<file path="config.mk">
export PLATFORM = sky130hd
export DESIGN_NAME = ufm_device_end_flat
export DESIGN_NICKNAME = d
export VERILOG_FILES = /design/src/design/ufm_pkg.sv /design/src/design/ufm_link_if.sv /design/src/design/ufm_device_end.sv /design/src/flat_wrapper.sv
export SDC_FILE = /design/constraint.sdc
export NUM_CORES = 1
export LEC_CHECK = 0
export CORE_MARGIN = 2
export CORE_UTILIZATION = 35
export CTS_BUF_LIST = sky130_fd_sc_hd__clkbuf_8
export CTS_CLUSTER_SIZE = 10
export DETAILED_ROUTE_END_ITERATION = 7
export DONT_BUFFER_PORTS = 1
export GPL_ROUTABILITY_DRIVEN = 0
export PLACE_DENSITY = 0.54
export SKIP_LAST_GASP = 1
export SLEW_MARGIN = 25
export SYNTH_ARGS = -nofsm -noshare
export SYNTH_HDL_FRONTEND = slang
export SYNTH_SLANG_ARGS = --single-unit
export TNS_END_PERCENT = 5
</file>
<file path="constraint.sdc">
create_clock -name clock -period 3.82 [get_ports clock]
set_input_delay 0.191 -clock clock [delete_from_list [all_inputs] [get_ports clock]]
set_output_delay 0.191 -clock clock [all_outputs]
set_load 0.02 [all_outputs]
</file>
<file path="src/design/ufm_pkg.sv">
// Shared constants, types and helpers for the in-band control message ports.
package ufm_pkg;

    // ****************************************************************
    // Sizes and reset values
    // ****************************************************************
    // Default data port width in bytes.
    localparam int unsigned BYTES_DEF     = 4;
    // Largest message in bytes, and the width of its length code.
    localparam int unsigned MSG_MAX_BYTES = 16;
    localparam int unsigned LEN_W         = 3;
    // Entries in the ordinary data buffer of the device end.
    localparam int unsigned FIFO_DEPTH    = 2;
    // Beat counters hold up to fifteen beats.
    localparam int unsigned CNT_W         = 4;
    // Reset values of the handshake flags.
    localparam logic        READY_RST     = 1'b0;
    localparam logic        GRANT_RST     = 1'b0;

    // ****************************************************************
    // Types
    // ****************************************************************
    // What a channel word carries.
    typedef enum logic [1:0] {
        KIND_DATA = 2'b00,
        KIND_HDR  = 2'b01,
        KIND_MSG  = 2'b10
    } ufm_kind_t;

    // Message sequencer states, shared by both ends.
    typedef enum logic [1:0] {
        ST_IDLE = 2'b00,
        ST_HDR  = 2'b01,
        ST_PAY  = 2'b10
    } ufm_state_t;

    // ****************************************************************
    // Helpers
    // ****************************************************************
    // Byte count of a message: code n gives 2*(n+1) bytes.
    function automatic int unsigned msg_bytes(logic [LEN_W-1:0] code);
        return 2 * (int'(code) + 1);
    endfunction : msg_bytes

    // Beats on a port of the given width, rounded up.
    function automatic logic [CNT_W-1:0] msg_beats(logic [LEN_W-1:0] code,
                                                  int unsigned bytes);
        int unsigned n;
        n = (msg_bytes(code) + bytes - 1) / bytes;
        return n[CNT_W-1:0];
    endfunction : msg_beats

    // Bytes that remain valid on the final beat.
    function automatic int unsigned last_bytes(logic [LEN_W-1:0] code,
                                               int unsigned bytes);
        int unsigned n;
        n = (msg_bytes(code) + bytes - 1) / bytes;
        return msg_bytes(code) - (n - 1) * bytes;
    endfunction : last_bytes

endpackage : ufm_pkg

</file>
<file path="src/design/ufm_link_if.sv">
// Interface joining the device end and the user end of the message ports.
`timescale 1ns/1ns
interface ufm_link_if #(
    parameter int BYTES = ufm_pkg::BYTES_DEF
);
    localparam int W = 8 * BYTES;

    // Shared transmit data port and its ordinary handshake.
    logic [W-1:0]               tx_data;
    logic                       tx_valid;
    logic                       tx_ready;
    // Message send handshake.
    logic                       msg_send_request;
    logic [ufm_pkg::LEN_W-1:0]  msg_length_select;
    logic                       msg_send_grant;
    // Message receive stream.
    logic [W-1:0]               msg_rx_payload;
    logic                       msg_rx_present;
    logic                       msg_rx_final;
    logic [BYTES-1:0]           msg_rx_byte_mask;

    modport dev_mp (
        input  tx_data, tx_valid, msg_send_request, msg_length_select,
        output tx_ready, msg_send_grant, msg_rx_payload, msg_rx_present,
        output msg_rx_final, msg_rx_byte_mask
    );

    modport usr_mp (
        output tx_data, tx_valid, msg_send_request, msg_length_select,
        input  tx_ready, msg_send_grant, msg_rx_payload, msg_rx_present,
        input  msg_rx_final, msg_rx_byte_mask
    );
endinterface : ufm_link_if

</file>
<file path="src/design/ufm_device_end.sv">
// Device end: message sender, ordinary data buffer and message receiver.
`timescale 1ns/1ns
// Summary of operation
// - Length code n means 2*(n+1) bytes.
// - User holds request and length until grant.
// - Grant only when ready to send message.
// - Payload starts cycle after the grant cycle.
// - Transmit ready low during message payload.
// - Beats equal bytes over port width, rounded up.
// - Request only with whole payload available.
// - Granted message runs without pause or gaps.
// - Single-beat message blocks ready two cycles.
// - Header in grant cycle, then payload beats.
// - Received payload on own stream port.
// - Byte mask on final beat shows bytes.
// - One-beat message: present and final together.
// - Multi-beat: final and mask on last.
// - Messages take priority over ordinary data.
module ufm_device_end #(
    parameter int BYTES = ufm_pkg::BYTES_DEF,
    parameter int DEPTH = ufm_pkg::FIFO_DEPTH,
    localparam int W    = 8 * BYTES,
    localparam int PW   = (DEPTH > 1) ? $clog2(DEPTH) : 1
) (
    // Clock and reset.
    input  wire logic               clock,
    input  wire logic               sys_rst,
    // Link to the user end.
    ufm_link_if.dev_mp              lnk,
    // Channel transmit side; ordinary data and message starts wait for open, beats of a started message do not.
    input  wire logic               ch_tx_open,
    output logic [W-1:0]            ch_tx_word,
    output logic                    ch_tx_valid,
    output ufm_pkg::ufm_kind_t      ch_tx_kind,
    // Channel receive side.
    input  wire logic [W-1:0]       ch_rx_word,
    input  wire logic               ch_rx_valid,
    input  wire ufm_pkg::ufm_kind_t ch_rx_kind
);

    // ****************************************************************
    // Transmit sequencer
    // ****************************************************************
    ufm_pkg::ufm_state_t       state_q, state_d;
    logic [ufm_pkg::LEN_W-1:0] code_q;
    logic [ufm_pkg::CNT_W-1:0] left_q, left_d;
    logic                      grant_q, tx_ready_q;
    logic [W-1:0]              word_q, word_d;
    logic                      wvalid_q, wvalid_d;
    ufm_pkg::ufm_kind_t        kind_q, kind_d;

    // Ordinary data buffer.
    logic [W-1:0]              fifo_q [DEPTH];
    logic [PW-1:0]             wr_q, rd_q;
    logic [PW:0]               cnt_q, cnt_d;

    // Decode of the sequencer and buffer events.
    wire in_msg   = (state_q != ufm_pkg::ST_IDLE);
    wire start    = (state_q == ufm_pkg::ST_IDLE) && !grant_q
                    && lnk.msg_send_request && ch_tx_open;
    wire pay_last = (state_q == ufm_pkg::ST_PAY) && (left_q == 1);
    wire push     = lnk.tx_valid && tx_ready_q;
    wire pop      = !in_msg && (cnt_q != 0) && ch_tx_open;
    wire [PW-1:0] wr_nx = (wr_q == PW'(DEPTH - 1)) ? '0 : wr_q + 1'b1;
    wire [PW-1:0] rd_nx = (rd_q == PW'(DEPTH - 1)) ? '0 : rd_q + 1'b1;

    // Next state of the sequencer and the channel word.
    always_comb begin
        state_d  = state_q;
        left_d   = left_q;
        word_d   = fifo_q[rd_q];
        wvalid_d = pop;
        kind_d   = ufm_pkg::KIND_DATA;
        case (state_q)
            ufm_pkg::ST_IDLE: begin
                if (start) begin
                    state_d = ufm_pkg::ST_HDR;
                    left_d  = ufm_pkg::msg_beats(lnk.msg_length_select,
                                                 BYTES);
                end
            end
            ufm_pkg::ST_HDR: begin
                // The header goes out in the grant cycle.
                word_d   = W'(code_q);
                wvalid_d = 1'b1;
                kind_d   = ufm_pkg::KIND_HDR;
                state_d  = ufm_pkg::ST_PAY;
            end
            ufm_pkg::ST_PAY: begin
                // Every cycle takes one beat; no pause is possible.
                word_d   = lnk.tx_data;
                wvalid_d = 1'b1;
                kind_d   = ufm_pkg::KIND_MSG;
                left_d   = left_q - 1'b1;
                if (pay_last) begin
                    state_d = ufm_pkg::ST_IDLE;
                end
            end
            default: begin
                state_d = ufm_pkg::ST_IDLE;
            end
        endcase
    end

    // Buffer occupancy after this edge.
    always_comb begin
        cnt_d = cnt_q;
        if (push && !pop) begin
            cnt_d = cnt_q + 1'b1;
        end else if (pop && !push) begin
            cnt_d = cnt_q - 1'b1;
        end
    end

    // Registered ready only promises room that already exists.
    wire ready_d = (state_d == ufm_pkg::ST_IDLE)
                   && (cnt_d != (PW + 1)'(DEPTH));

    // Sequencer registers.
    always_ff @(posedge clock) begin
        if (sys_rst) begin
            state_q    <= ufm_pkg::ST_IDLE;
            left_q     <= '0;
            code_q     <= '0;
            grant_q    <= ufm_pkg::GRANT_RST;
            tx_ready_q <= ufm_pkg::READY_RST;
        end else begin
            state_q    <= state_d;
            left_q     <= left_d;
            grant_q    <= start;
            tx_ready_q <= ready_d;
            if (start) begin
                code_q <= lnk.msg_length_select;
            end
        end
    end

    // Buffer pointers and count; storage needs no reset.
    always_ff @(posedge clock) begin
        if (sys_rst) begin
            wr_q  <= '0;
            rd_q  <= '0;
            cnt_q <= '0;
        end else begin
            cnt_q <= cnt_d;
            if (push) begin
                wr_q <= wr_nx;
            end
            if (pop) begin
                rd_q <= rd_nx;
            end
        end
    end

    // Buffer storage.
    always_ff @(posedge clock) begin
        if (push) begin
            fifo_q[wr_q] <= lnk.tx_data;
        end
    end

    // Channel word register.
    always_ff @(posedge clock) begin
        if (sys_rst) begin
            word_q   <= '0;
            wvalid_q <= 1'b0;
            kind_q   <= ufm_pkg::KIND_DATA;
        end else begin
            word_q   <= word_d;
            wvalid_q <= wvalid_d;
            kind_q   <= kind_d;
        end
    end

    // ****************************************************************
    // Receive side
    // ****************************************************************
    logic [ufm_pkg::CNT_W-1:0] rx_left_q;
    logic [ufm_pkg::LEN_W-1:0] rx_code_q;
    logic [W-1:0]              rx_data_q;
    logic                      rx_present_q, rx_final_q;
    logic [BYTES-1:0]          rx_mask_q, last_mask;

    // Payload beats count only inside a header's length.
    wire rx_hdr  = ch_rx_valid && (ch_rx_kind == ufm_pkg::KIND_HDR);
    wire rx_beat = ch_rx_valid && (ch_rx_kind == ufm_pkg::KIND_MSG)
                   && (rx_left_q != 0);
    wire rx_last = (rx_left_q == 1);
    wire [ufm_pkg::LEN_W-1:0] hdr_code = ch_rx_word[ufm_pkg::LEN_W-1:0];
    wire [31:0] rx_rem = ufm_pkg::last_bytes(rx_code_q, BYTES);

    // Valid bytes sit at the top of the final beat.
    for (genvar i = 0; i < BYTES; i++) begin : g_mask
        assign last_mask[i] = (i >= int'(BYTES - rx_rem));
    end

    // Receive registers; no stall, each beat goes out at once.
    always_ff @(posedge clock) begin
        if (sys_rst) begin
            rx_left_q    <= '0;
            rx_code_q    <= '0;
            rx_data_q    <= '0;
            rx_present_q <= 1'b0;
            rx_final_q   <= 1'b0;
            rx_mask_q    <= '0;
        end else begin
            rx_present_q <= rx_beat;
            if (rx_hdr) begin
                rx_code_q <= hdr_code;
                rx_left_q <= ufm_pkg::msg_beats(hdr_code, BYTES);
            end else if (rx_beat) begin
                rx_left_q  <= rx_left_q - 1'b1;
                rx_data_q  <= ch_rx_word;
                rx_final_q <= rx_last;
                rx_mask_q  <= rx_last ? last_mask : '1;
            end
        end
    end

    // ****************************************************************
    // Outputs
    // ****************************************************************
    assign lnk.tx_ready         = tx_ready_q;
    assign lnk.msg_send_grant   = grant_q;
    assign lnk.msg_rx_payload   = rx_data_q;
    assign lnk.msg_rx_present   = rx_present_q;
    assign lnk.msg_rx_final     = rx_final_q;
    assign lnk.msg_rx_byte_mask = rx_mask_q;
    assign ch_tx_word           = word_q;
    assign ch_tx_valid          = wvalid_q;
    assign ch_tx_kind           = kind_q;

endmodule : ufm_device_end

</file>
<file path="src/flat_wrapper.sv">
// flat-port wrapper written by rule: the top's interface ports become plain ports
module ufm_device_end_flat 
#(
    parameter int BYTES = ufm_pkg::BYTES_DEF,
    parameter int DEPTH = ufm_pkg::FIFO_DEPTH,
    localparam int W    = 8 * BYTES,
    localparam int PW   = (DEPTH > 1) ? $clog2(DEPTH) : 1
)
  (clock, sys_rst, ch_tx_open, ch_tx_word, ch_tx_valid, ch_tx_kind, ch_rx_word, ch_rx_valid, ch_rx_kind, lnk_tx_data, lnk_tx_valid, lnk_msg_send_request, lnk_msg_length_select, lnk_tx_ready, lnk_msg_send_grant, lnk_msg_rx_payload, lnk_msg_rx_present, lnk_msg_rx_final, lnk_msg_rx_byte_mask);
  ufm_link_if #(.BYTES(BYTES)) lnk_i ();
  input  wire logic clock;
  input  wire logic sys_rst;
  input  wire logic ch_tx_open;
  output logic [W-1:0] ch_tx_word;
  output logic ch_tx_valid;
  output ufm_pkg::ufm_kind_t ch_tx_kind;
  input  wire logic [W-1:0] ch_rx_word;
  input  wire logic ch_rx_valid;
  input  wire ufm_pkg::ufm_kind_t ch_rx_kind;
  input wire logic [$bits(lnk_i.tx_data)-1:0] lnk_tx_data;
  input wire logic [$bits(lnk_i.tx_valid)-1:0] lnk_tx_valid;
  input wire logic [$bits(lnk_i.msg_send_request)-1:0] lnk_msg_send_request;
  input wire logic [$bits(lnk_i.msg_length_select)-1:0] lnk_msg_length_select;
  output wire logic [$bits(lnk_i.tx_ready)-1:0] lnk_tx_ready;
  output wire logic [$bits(lnk_i.msg_send_grant)-1:0] lnk_msg_send_grant;
  output wire logic [$bits(lnk_i.msg_rx_payload)-1:0] lnk_msg_rx_payload;
  output wire logic [$bits(lnk_i.msg_rx_present)-1:0] lnk_msg_rx_present;
  output wire logic [$bits(lnk_i.msg_rx_final)-1:0] lnk_msg_rx_final;
  output wire logic [$bits(lnk_i.msg_rx_byte_mask)-1:0] lnk_msg_rx_byte_mask;
  assign lnk_i.tx_data = lnk_tx_data;
  assign lnk_i.tx_valid = lnk_tx_valid;
  assign lnk_i.msg_send_request = lnk_msg_send_request;
  assign lnk_i.msg_length_select = lnk_msg_length_select;
  assign lnk_tx_ready = lnk_i.tx_ready;
  assign lnk_msg_send_grant = lnk_i.msg_send_grant;
  assign lnk_msg_rx_payload = lnk_i.msg_rx_payload;
  assign lnk_msg_rx_present = lnk_i.msg_rx_present;
  assign lnk_msg_rx_final = lnk_i.msg_rx_final;
  assign lnk_msg_rx_byte_mask = lnk_i.msg_rx_byte_mask;
  ufm_device_end #(.BYTES(BYTES), .DEPTH(DEPTH)) u_core (.clock(clock), .sys_rst(sys_rst), .lnk(lnk_i), .ch_tx_open(ch_tx_open), .ch_tx_word(ch_tx_word), .ch_tx_valid(ch_tx_valid), .ch_tx_kind(ch_tx_kind), .ch_rx_word(ch_rx_word), .ch_rx_valid(ch_rx_valid), .ch_rx_kind(ch_rx_kind));
endmodule
</file>
# == After elaboration in Yosys (flattened, before gate mapping) ==
# Memories as Yosys holds them, arrays and structs flattened. A register that Yosys moved wholly into a read port is not among the register bits.
# Index checks and enable logic that the tools add are counted.
# totals
mem_bits_rw,64
mem_count,1
regBits,95
output_inout_bits,75
inputBits,75
word_cells,95
# classes
bitwise,1
muxes,19
n_eq_ne,8
n_addsub,18
n_lt_le_gt_ge,4
reduce_logical,27
# mem_list
memory,depth,width,read_ports,rd_clocked_by_memory_dff,write_ports,line,text
u_core.fifo_q,2,32,1,1,1,ufm_device_end.sv:53,logic [W-1:0] fifo_q [DEPTH];
# ops
cell,count
$ge A3 B32 Y1 const A,2
$pmux W32 S2,1
$add A32 B3 Y32 const B,1
$ge A1 B32 Y1 const A,1
$ge A2 B32 Y1 const A,1
$sub A3 B32 Y32 const A,1
$sub A32 B1 Y32 const B,1
$sub A32 B32 Y32,1
$sub A30 B1 Y30 const B,1
$mux W4,4
$logic_and A1 B1 Y1,13
$add A3 B1 Y4 const B,3
$add A6 B3 Y6 const B,2
$sub A6 B1 Y6 const B,2
$eq A4 B1 Y1 const B,2
$mux W2,4
$pmux W4 S2,1
$reduce_bool A2 Y1,4
$sub A4 B1 Y4 const B,2
$mux W1,7
$pmux W2 S3,1
$eq A2 B1 Y1 const B,2
$eq A2 B2 Y1 const B,2
$logic_not A1 Y1,4
other kinds (11),14

# == Longest topological paths before layout ==
# Gate-level depths: netlist of run 1.
# logic_depth
ltp_word,9
depth_mapped,14

# == Least setup slack after synthesis of run 1 ==
# No wires, ideal clock.
# synth_timing
path_kind,reg-to-reg
from,register u_core.rx_code_q[0] (netlist bit)
to,"register u_core.rx_mask_q[3], in the netlist u_core.lnk.msg_rx_byte_mask[3]"
path_stages_with_launch,14
arrival_ns,3.226
required_ns,3.694
path_slack_ns,0.468
period_less_slack_ns,3.352
cell_sequence,dfxtp_1 > clkbuf_1 > inv_1 > ha_1 > xnor2_1 > ha_1 > xnor2_1 > ha_1 > ha_1 > and3_4 > a221oi_2 > a2111o_1 > nor4b_2 > nor4_1
# synth_between
elab_chain_len,8
# synth_lines
element,line,text
start: declaration,ufm_device_end.sv:179,logic [ufm_pkg::LEN_W-1:0] rx_code_q;
start signal: assignment,ufm_device_end.sv:209,rx_code_q <= hdr_code;
$add A3 B1 Y4 *,ufm_pkg.sv:42,return 2 * (int'(code) + 1);
$add A32 B3 Y32,ufm_pkg.sv:57,n = (msg_bytes(code) + bytes - 1) / bytes;
$sub A32 B1 Y32,ufm_pkg.sv:57,
$sub A30 B1 Y30,ufm_pkg.sv:58,return msg_bytes(code) - (n - 1) * bytes;
$sub A32 B32 Y32 *,ufm_pkg.sv:58,
$sub A3 B32 Y32 *,ufm_device_end.sv:194,assign last_mask[i] = (i >= int'(BYTES - rx_rem));
$ge A3 B32 Y1 *,ufm_device_end.sv:194,
$mux W4 *,ufm_device_end.sv:215,rx_mask_q <= rx_last ? last_mask : '1;
end signal: assignment,ufm_device_end.sv:215,
end: declaration,ufm_device_end.sv:182,"logic [BYTES-1:0] rx_mask_q, last_mask;"
# Every way passes the cells marked *; elsewhere a longest branch is shown, timed or not.
# A chain may end at the register's enable or synchronous reset.

# == Worst setup path in the final report of run 1 ==
# layout_timing
from,register u_core.rx_code_q[1] (netlist bit)
to,"register u_core.rx_mask_q[3], in the netlist u_core.lnk.msg_rx_byte_mask[3]"
# Same word-level chain as after synthesis.

==> results of run 1 <==
flip-flops by register name, indices dropped and copies added (netlist names), 2 cells and up, named ones only:
signal	count
u_core.rx_code_q	3
u_core.ch_tx_kind	2
u_core.rx_left_q	4
u_core.ch_tx_word	32
u_core.state_q	2
u_core.lnk.msg_rx_payload	32
u_core.lnk.msg_rx_byte_mask	3
u_core.code_q	3
u_core.fifo_q	64
u_core.left_q	4
u_core.cnt_q	2
cell usage in the layout, fill, tap and decap left out, types with 2 or more instances in the layout:
cell type | Yosys | final
dfxtp_1 | 95 | 94
nand3_1 | 4 | 4
o21ai_0 | 5 | 5
a31oi_1 | 7 | 7
a311oi_1 | 2 | 2
nor3b_1 | 2 | 2
clkinvlp_4 | 0 | 2
a21o_1 | 4 | 4
nand2_1 | 78 | 78
xnor2_1 | 8 | 8
nor4_1 | 3 | 3
clkbuf_8 | 0 | 17
inv_8 | 0 | 3
edfxtp_1 | 64 | 64
and3_1 | 3 | 2
nand3b_1 | 4 | 4
ha_1 | 32 | 32
dlygate4sd3_1 | 0 | 69
o2111ai_1 | 2 | 2
o21ai_1 | 6 | 6
o22ai_1 | 4 | 4
clkinv_8 | 0 | 4
mux2i_1 | 34 | 34
buf_16 | 0 | 2
a21oi_1 | 75 | 74
inv_6 | 0 | 4
a211oi_1 | 14 | 14
nor2_1 | 93 | 92
a22oi_1 | 5 | 5
nor2b_1 | 4 | 4
inv_1 | 25 | 25
xor2_1 | 6 | 6
and2_1 | 3 | 3
nor3_1 | 8 | 8
buf_4 | 1 | 5
synthesized netlist by cell type, drive strengths merged (2+ instances only):
master / instances / share of area
edfxtp: 64 / 0.29
xor2: 6 / 0.0079
inv: 26 / 0.015
o22ai: 4 / 0.0038
and2: 3 / 0.0028
mux2i: 34 / 0.051
a311oi: 2 / 0.0026
nor4: 3 / 0.0028
o21ai: 11 / 0.0083
a211oi: 14 / 0.016
a21oi: 75 / 0.056
nand3: 4 / 0.0030
a21o: 4 / 0.0045
ha: 32 / 0.060
a22oi: 5 / 0.0056
xnor2: 8 / 0.011
nand2: 78 / 0.044
a31oi: 7 / 0.0066
clkbuf: 20 / 0.011
buf: 15 / 0.014
o2111ai: 2 / 0.0026
nor3: 8 / 0.0060
nor3b: 2 / 0.0023
nand3b: 4 / 0.0045
and3: 4 / 0.0045
dfxtp: 95 / 0.29
nor2: 94 / 0.053
nor2b: 4 / 0.0038
worst paths after layout:
kind                               startpoint                                          end  slack, ns
max reg2reg  u_core.rx_code_q[1]$_SDFFE_PP0P_  u_core.lnk.msg_rx_byte_mask[3]$_SDFFE_PP0P_       0.39
min reg2reg        u_core.cnt_q[1]$_SDFF_PP0_                   u_core.cnt_q[1]$_SDFF_PP0_       0.52
max          u_core.rx_code_q[1]$_SDFFE_PP0P_  u_core.lnk.msg_rx_byte_mask[3]$_SDFFE_PP0P_       0.39
min                             ch_rx_word[0]             u_core.rx_left_q[3]$_SDFFE_PP0P_       0.04
power groups by stage:
stage               Combinational, mW  Sequential (mW)  Clock (mW)
floorplan                       0.520             2.09           0
global placement                0.546             2.16           0
detailed placement              0.563             2.16           0
CTS                             0.654             2.12        1.34
global route                    0.738             2.14        1.42
finish                          0.658             2.12        1.29
worst max-delay path: stages, from the launching register on:
cell and delay, ns:
dfxtp_1 0.41, ha_1 0.25, xor2_1 0.36, xnor2_1 0.12
ha_1 0.23, xnor2_1 0.17, ha_1 0.25, ha_1 0.35
and3_4 0.22, a221oi_2 0.07, a2111o_1 0.45, nor4b_2 0.33
nor4_1 0.09
per-stage QoR:
stage	power, mW	std cells	hold WS, ns
global route	4.30	948	0.0283
finish	4.06	948	0.0373
detailed placement	2.72	845	0.267
floorplan	2.61	641	0.290
global placement	2.70	845	0.268
CTS	4.11	947	0.00220
cell families (layout without fill, tap and decap cells):
family | after synthesis | count (layout) | synth area share
fa+ha+maj | 32 | 32 | 0.0602
xor+xnor | 14 | 14 | 0.0184
simple gates | 210 | 210 | 0.138
mux | 35 | 35 | 0.0528
buf+inv | 61 | 134 | 0.0397
flops | 159 | 159 | 0.575
compound gates | 130 | 130 | 0.116
layer usage:
| metal | vias up | global-route usage |
|---|---|---|
| met1 | 2237 | 0.176 |
| met5 | - | 0 |
| met4 | 0 | 0.0505 |
| li1 | 2347 | - |
| met2 | 152 | 0.245 |
| met3 | 20 | 0.0506 |
what timing repair did:
item                                   in CTS  in global routing
endpoints found under the hold margin     159                  0
hold buffers                               70                  0
setup endpoints to repair                   0                  0
layout make-up:
cell class / count / area share
clock buffers: 17 / 0.0292
inverters: 26 / 0.0122
flip-flops and latches: 159 / 0.478
well taps: 234 / 0.0366
multi-input cells: 421 / 0.322
clock inverters: 15 / 0.0235
repair buffers: 76 / 0.0979
==> qor.txt, run 1 <==
Final Max Slew Viols: 0
sequential share of power: 0.521
# Post-CTS Setup Buffers: 0
setup violators final: 0
H-tree level count: 4
clk slew on worst S/H paths: 0.10 ns
DRC Markers: 0
Area after DPL: 0.00683 mm^2
Post-Syn Nets: 748
Yosys reg bits: 159
fillers: 1764
die area: 0.0201 mm^2
Syn Area/Cell: 10.4 um^2
synth warn: 0
vias per cell: 5.02
Power Internal: 2.78 mW
Clk pwr share: 0.317
vias: 4756
DR WL met2: 6.92 mm
Lkg Pwr: 2.88 nW
latest clock arrival within the worst-skew pair: 0.45 ns
first-pass GRT wire length: 23.3 mm
crit share post-route: 0.898
Min-Delay Path Class: in2reg
post-synthesis cell area: 0.00666 mm^2
CP Capture Type: register
DR WL met3: 962 um
fmax: 291 MHz
Post-synth top flop: dfxtp_1
RSZ-0062 raised after global routing: false
setup TNS: 0 ns
Fin. Hold Viols: 0
Post-synth EDFFs: 64
fin util: 0.428
DR pass1 iterations: 4
Worst Setup Start Kind: register
Register-to-Register Path Depth: 12
Metal-1 WL: 6.57 mm
skew final: 0.0180 ns
nets@finish: 808
fraction of layout cells with a size suffix above 1: 0.0700
setup slack after layout: 0.388 ns
Worst Path Class, Setup: reg2reg
maximum clock path buffer count: 2
vias in the first global route: 4718
Psw: 1.28 mW
# IOs: 150
area of the multi-input gates: 0.00258 mm^2
initial antenna violation count: 0
GRT Util Overall: 0.147
maximum capacitance violations: 0
root buffer selected by CTS: clkbuf_8
Max Used Layer: met4
drt initial violations: 216
Worst Path Max Fanout: 6
status: complete, no violations
PwrDens: 508 mW/mm^2
slew margin rel.: 0.438
CORE AREA: 0.0187 mm^2
crit path DAT: 3.75 ns
gr ovfl total: 0
CTS tree: done
Min Clock Period, post-route: 3.43 ns
Design Area, Final: 0.00800 mm^2
CP required: 4.14 ns
Peak VDD IR: 0.227 mV
combinational cell fraction of total power: 0.162
Buffers on Ports: 0
Distinct cells, synth: 48
Hold Path Cell Cnt: 4
P&R area growth vs syn: 20.2%
hpwl dp: 9.06 mm
row count: 50
CTS buffer count: 17
Synth Instances: 641
Starting Density: 0.356
DR WL/cell: 15.5 um
clock sinks: 159
sw frac: 0.315
worst slew pin tran: 0.843 ns
FF+latch area: 0.00383 mm^2
post-cts resize count: 0
post-synthesis sequential area ratio: 0.575
drt total wl: 14.7 mm
largest net degree at the start of global routing: 96
Die Height: 142 um
Ant. Diodes: 0
asr flop ratio synth: 0
Final ANT Viol Nets: 0
Place WS: 0.423 ns
Die Span X: 142 um
No activity file was read; power rests on OpenSTA's default activity.
==> run 2, diff against run 1 <==
- CORE_ASPECT_RATIO: not set -> 0.7
- CORE_UTILIZATION: 35 -> 55
- CTS_BUF_LIST: sky130_fd_sc_hd__clkbuf_8 -> not set
- PLACE_DENSITY: 0.54 -> 0.75
==> qor.txt, run 2 (same netlist as run 1, synthesis figures left out) <==
CP Launch Point: u_core.rx_code_q[1]$_SDFFE_PP0P_
Lkg Pwr: 2.96 nW (+2.7%)
fillers: 898 (-49%)
drt initial violations: 391 (+81%)
H-tree level count: 4 (unchanged)
sequential share of power: 0.483 (-0.038)
DR WL met2: 7.55 mm (+9.1%)
fin util: 0.684 (+0.256)
Reg2Reg Launch Point: u_core.rx_code_q[1]$_SDFFE_PP0P_
setup violators final: 0 (unchanged)
crit share post-route: 0.897 (-0.00112)
slew margin rel.: 0.421 (-0.0166)
worst path buffer plus inverter count: 0 (unchanged)
Worst Path Class, Setup: reg2reg
nets@finish: 807 (-0.12%)
Stages on worst setup path: 12 (unchanged)
Ant. Diodes: 0 (unchanged)
CP peak stage delay: 0.45 ns (about the same)
cell count after placement: 768 (-9.1%)
vias per cell: 5.54 (+10%)
Worst Setup Start Kind: register
Peak VDD IR: 0.373 mV (+64%)
hpwl dp: 8.91 mm (-1.6%)
Clk pwr share: 0.366 (+0.049)
DR WL/cell: 16.8 um (+8.8%)
maximum clock path buffer count: 2 (unchanged)
Metal-1 WL: 6.35 mm (-3.5%)
Final ANT Viol Nets: 0 (unchanged)
post-cts resize count: 0 (unchanged)
CP Capture Type: register
gr ovfl total: 0 (unchanged)
Place WS: 0.408 ns (-0.0149 ns)
CP cell instances: ha_1, xor2_1, xnor2_1, ha_1, xnor2_1, ha_1, ha_1, and3_4, a221oi_2, a2111o_1, nor4b_2, nor4_1
clock sinks: 159 (unchanged)
largest reg by FF count: u_core.fifo_q
commonest cells after routing, fill and taps aside: dfxtp_1, nor2_1, nand2_1, a21oi_1, dlygate4sd3_1
CTS tree: done
vias: 4817 (+1.3%)
Hold Path Cell Cnt: 2 (-2)
largest net degree at the start of global routing: 96 (unchanged)
R2R setup slack: 0.39 ns (about the same)
Power Internal: 3.13 mW (+12%)
Crit path top cell by count: ha_1
Final Max Slew Viols: 0 (unchanged)
status: complete, no violations
capture point of the worst reg-to-reg path: u_core.lnk.msg_rx_byte_mask[3]$_SDFFE_PP0P_
skew final: 0.0105 ns (-0.00750 ns)
Starting Density: 0.566 (+0.210)
root buffer selected by CTS: clkbuf_16
vias in the first global route: 4687 (-0.66%)
combinational cell fraction of total power: 0.151 (-0.011)
PwrDens: 547 mW/mm^2 (+7.8%)
row count: 33 (-34%)
Register-to-Register Path Depth: 12 (unchanged)
DR pass1 iterations: 4 (unchanged)
Min-Delay Path Class: in2reg
fraction of layout cells with a size suffix above 1: 0.0701 (+0.0000982)
CP required: 4.10 ns (-0.04 ns)
Min Clock Period, post-route: 3.43 ns (-0.00427 ns)
initial antenna violation count: 0 (unchanged)
worst slew pin tran: 0.868 ns (+0.0248 ns)
Worst Path Max Fanout: 6 (unchanged)
latest clock arrival within the worst-skew pair: 0.40 ns (-0.05 ns)
die area: 0.0130 mm^2 (-35%)
clk slew on worst S/H paths: 0.07 ns (-0.03 ns)
Tot Pwr: 4.40 mW (+8.3%)
drt total wl: 14.7 mm (-0.12%)
Max Used Layer: met4
Non-Filler Instances: 870 (-8.2%)
CTS buffer count: 17 (unchanged)
Die Height: 96.0 um (-32%)
GRT Util Overall: 0.224 (+0.0772)
cell family with most CP delay: adder cells
hold_buf cts: 69 (-1.4%)
crit path DAT: 3.70 ns (-0.05 ns)
setup slack after layout: 0.392 ns (+0.00427 ns)
maximum capacitance violations: 0 (unchanged)
max reg flops: 64 (unchanged)
RSZ-0062 raised after global routing: false
Buffers on Ports: 0 (unchanged)
# IOs: 150 (unchanged)
DRC Markers: 0 (unchanged)
Setup crit end: u_core.lnk.msg_rx_byte_mask[3]$_SDFFE_PP0P_
DR WL met3: 676 um (-30%)
slowest cell on the critical path: a2111o_1
Die Span X: 135 um (-4.5%)
CORE AREA: 0.0118 mm^2 (-37%)
Fin. Hold Viols: 0 (unchanged)
fmax: 292 MHz (+0.12%)
first-pass GRT wire length: 22.8 mm (-2.1%)
setup TNS: 0 ns (unchanged)
P&R area growth vs syn: 20.9%
sw frac: 0.290 (-0.0252)
commonest non-fill, non-tap cell in the layout: dfxtp_1
Psw: 1.28 mW (-0.37%)
# Post-CTS Setup Buffers: 0 (unchanged)
==> run 2: worst min-delay path by stage <==
| stage | start | endpoint | slack [ns] |
|---|---|---|---|
| 3_3_place_gp | sys_rst | u_core.lnk.msg_rx_payload[17]$_SDFFE_PP0P_ | 0.27 |
| 5_1_grt | ch_tx_open | u_core.lnk.msg_send_grant$_SDFF_PP0_ | 0.03 |
| 2_1_floorplan | lnk_tx_data[0] | u_core.fifo_q[0][0]$_DFFE_PP_ | 0.29 |
| 3_5_place_dp | sys_rst | u_core.ch_tx_kind[1]$_SDFF_PP0_ | 0.27 |
| 4_1_cts | ch_tx_open | u_core.lnk.msg_send_grant$_SDFF_PP0_ | 0.01 |
| 6_report | ch_tx_open | u_core.lnk.msg_send_grant$_SDFF_PP0_ | 0.03 |
==> run 2: metrics by stage <==
step                cell area (um^2)  hold WS [ns]
floorplan                       6660         0.290
global placement                6740         0.267
detailed placement              6740         0.270
CTS                             8010       0.00969
global route                    8040        0.0304
finish                          8040        0.0319
==> run 2: power groups by stage <==
stage / clock [mW] / sequential (mW) / combinational (mW)
6_report: 1.61 / 2.12 / 0.666
5_1_grt: 1.72 / 2.14 / 0.745
4_1_cts: 1.64 / 2.13 / 0.655
3_5_place_dp: 0 / 2.16 / 0.564
3_3_place_gp: 0 / 2.16 / 0.538
2_1_floorplan: 0 / 2.09 / 0.520
==> run 2: per-layer routing <==
metal | vias up | GRT usage
met1 | 2325 | 0.286
met2 | 142 | 0.389
met5 | - | 0
li1 | 2344 | -
met3 | 6 | 0.0474
met4 | 0 | 0.0642
==> run 2: layout make-up <==
type                            count  area (um^2)  share of cell area
Sequential cell                   159         3830               0.476
Multi-Input combinational cell    421         2580               0.321
Clock buffer                       19          455              0.0566
Tap cell                          157          196              0.0244
Inverter                           26         97.6              0.0121
Clock inverter                     13          114              0.0142
Timing Repair Buffer               75          773              0.0961
==> run 2: worst register-to-register path: stages (launching register included) <==
cell,delay [ns]
dfxtp_1,0.41
ha_1,0.25
xor2_1,0.36
xnor2_1,0.12
ha_1,0.23
xnor2_1,0.17
ha_1,0.26
ha_1,0.35
and3_4,0.21
a221oi_2,0.07
a2111o_1,0.45
nor4b_2,0.33
nor4_1,0.09
==> run 3, diff against run 2 <==
- BUFFER_PORTS_ARGS: not set -> -buffer_cell sky130_fd_sc_hd__clkbuf_2
- CORE_UTILIZATION: 55 -> 54
- DONT_BUFFER_PORTS: 1 -> not set
- PLACE_DENSITY: 0.75 -> 0.85
==> qor.txt, run 3 (same netlist as run 1, synthesis figures left out) <==
clk slew on worst S/H paths: 0.06 ns (about the same)
Die Span X: 137 um (+0.90%)
root buffer selected by CTS: clkbuf_16
Psw: 1.29 mW (+1.2%)
hpwl dp: 9.90 mm (+11%)
Fin. Hold Viols: 0 (unchanged)
Final ANT Viol Nets: 0 (unchanged)
Non-Filler Instances: 1003 (+15%)
sw frac: 0.278 (-0.0117)
skew final: 0.0141 ns (+0.00363 ns)
P&R area growth vs syn: 29.9%
DRC Markers: 0 (unchanged)
fillers: 783 (-13%)
crit path DAT: 3.83 ns (+0.13 ns)
DR pass1 iterations: 7 (+3)
Lkg Pwr: 3.53 nW (+19%)
commonest non-fill, non-tap cell in the layout: clkbuf_2
Clk pwr share: 0.379 (+0.013)
row count: 33 (unchanged)
Die Height: 96.9 um (+0.88%)
maximum clock path buffer count: 2 (unchanged)
status: complete, no violations
combinational cell fraction of total power: 0.185 (+0.034)
setup TNS: 0 ns (unchanged)
CP required: 4.06 ns (-0.04 ns)
CTS tree: done
Min-Delay Path Class: in2reg
DR WL/cell: 15.9 um (-5.6%)
commonest cells after routing, fill and taps aside: clkbuf_2, dfxtp_1, nor2_1, nand2_1, a21oi_1
R2R setup slack: 0.23 ns (-0.16 ns)
Worst Hold Slack: 0.0241 ns (-0.00785 ns)
Starting Density: 0.562 (-0.00394)
H-tree level count: 4 (unchanged)
initial antenna violation count: 0 (unchanged)
Ant. Diodes: 0 (unchanged)
fraction of layout cells with a size suffix above 1: 0.232 (+0.162)
drt total wl: 15.9 mm (+8.9%)
drt initial violations: 380 (-2.8%)
GRT Util Overall: 0.243 (+0.0193)
vias per cell: 5.41 (-2.2%)
fmax: 279 MHz (-4.4%)
RSZ-0062 raised after global routing: false
Power Internal: 3.35 mW (+7.1%)
# Post-CTS Setup Buffers: 0 (unchanged)
vias in the first global route: 5421 (+16%)
largest reg by FF count: u_core.fifo_q
nets@finish: 940 (+16%)
setup violators final: 0 (unchanged)
clock sinks: 159 (unchanged)
first-pass GRT wire length: 25.6 mm (+12%)
Worst Path Class, Setup: reg2reg
latest clock arrival within the worst-skew pair: 0.41 ns (about the same)
Final Max Slew Viols: 0 (unchanged)
CORE AREA: 0.0119 mm^2 (+0.70%)
largest net degree at the start of global routing: 96 (unchanged)
vias: 5429 (+13%)
Buffers on Ports: 149 (+149)
PwrDens: 536 mW/mm^2 (-1.9%)
slew margin rel.: 0.332 (-0.0893)
CTS buffer count: 17 (unchanged)
crit share post-route: 0.939 (+0.0413)
maximum capacitance violations: 0 (unchanged)
fin util: 0.730 (+0.0461)
Worst Setup Start Kind: register
Peak VDD IR: 0.407 mV (+9.2%)
gr ovfl total: 0 (unchanged)
cell count after placement: 918 (+20%)
CP Capture Type: register
die area: 0.0132 mm^2 (+1.8%)
sequential share of power: 0.436 (-0.047)
Worst Path Max Fanout: 12 (+6)
Min Clock Period, post-route: 3.59 ns (+0.158 ns)
Tot Pwr: 4.64 mW (+5.4%)
worst slew pin tran: 1.00 ns (+0.134 ns)
max reg flops: 64 (unchanged)
# IOs: 150 (unchanged)
run 3: layer usage:
layer	track usage	up-vias	part of all wire
li1	-	2618	-
met5	0	-	0
met3	0.0466	40	0.042
met2	0.418	187	0.51
met4	0.0954	0	0.024
met1	0.300	2584	0.42
run 3: through the flow:
stage / setup WS [ns] / instance area, um^2
after CTS: 0.228 / 8640
final: 0.235 / 8650
after global routing: 0.0627 / 8650
after detailed placement: 0.256 / 7490
after global placement: 0.500 / 7490
after floorplan: 0.468 / 6660
run 3: worst max-delay path, cell delays in order (launching register included):
cell and delay [ns]:
dfxtp_1 0.38, buf_4 0.21, inv_1 0.06, ha_1 0.36
xnor2_1 0.15, ha_1 0.21, xnor2_1 0.22, ha_1 0.27
ha_1 0.35, and3_4 0.22, a221oi_2 0.07, a2111o_1 0.45
nor4b_2 0.37, nor4_1 0.10
run 3: layout make-up:
class	count	area (um^2)	area share
clock buffers	21	460	0.0532
clock inverters	11	155	0.0179
inverters	26	97.6	0.0113
multi-input cells	421	2590	0.299
flip-flops and latches	159	3830	0.443
well taps	157	196	0.0227
repair buffers	208	1320	0.153
run 3: worst paths after layout:
path | depth (start not counted) | to | start
setup / recovery | 13 | u_core.lnk.msg_rx_byte_mask[3]$_SDFFE_PP0P_ | u_core.rx_code_q[0]$_SDFFE_PP0P_
hold reg to reg | 2 | u_core.lnk.msg_rx_payload[17]$_SDFFE_PP0P_ | u_core.lnk.msg_rx_payload[17]$_SDFFE_PP0P_
setup reg to reg | 13 | u_core.lnk.msg_rx_byte_mask[3]$_SDFFE_PP0P_ | u_core.rx_code_q[0]$_SDFFE_PP0P_
hold / removal | 3 | u_core.lnk.msg_rx_payload[4]$_SDFFE_PP0P_ | ch_rx_word[4]
run 3: power by group through the flow:
stage / sequential, mW / clock, mW / combinational [mW]
final: 2.02 / 1.76 / 0.857
after global routing: 2.04 / 1.85 / 0.940
after CTS: 2.02 / 1.77 / 0.852
after detailed placement: 2.06 / 0 / 0.800
after global placement: 2.05 / 0 / 0.760
after floorplan: 2.09 / 0 / 0.520
run 3: timing repair:
item	CTS	global route
hold endpoints to repair	83	0
hold buffers	53	0
gates resized for setup	0	1
setup endpoints to repair	0	2
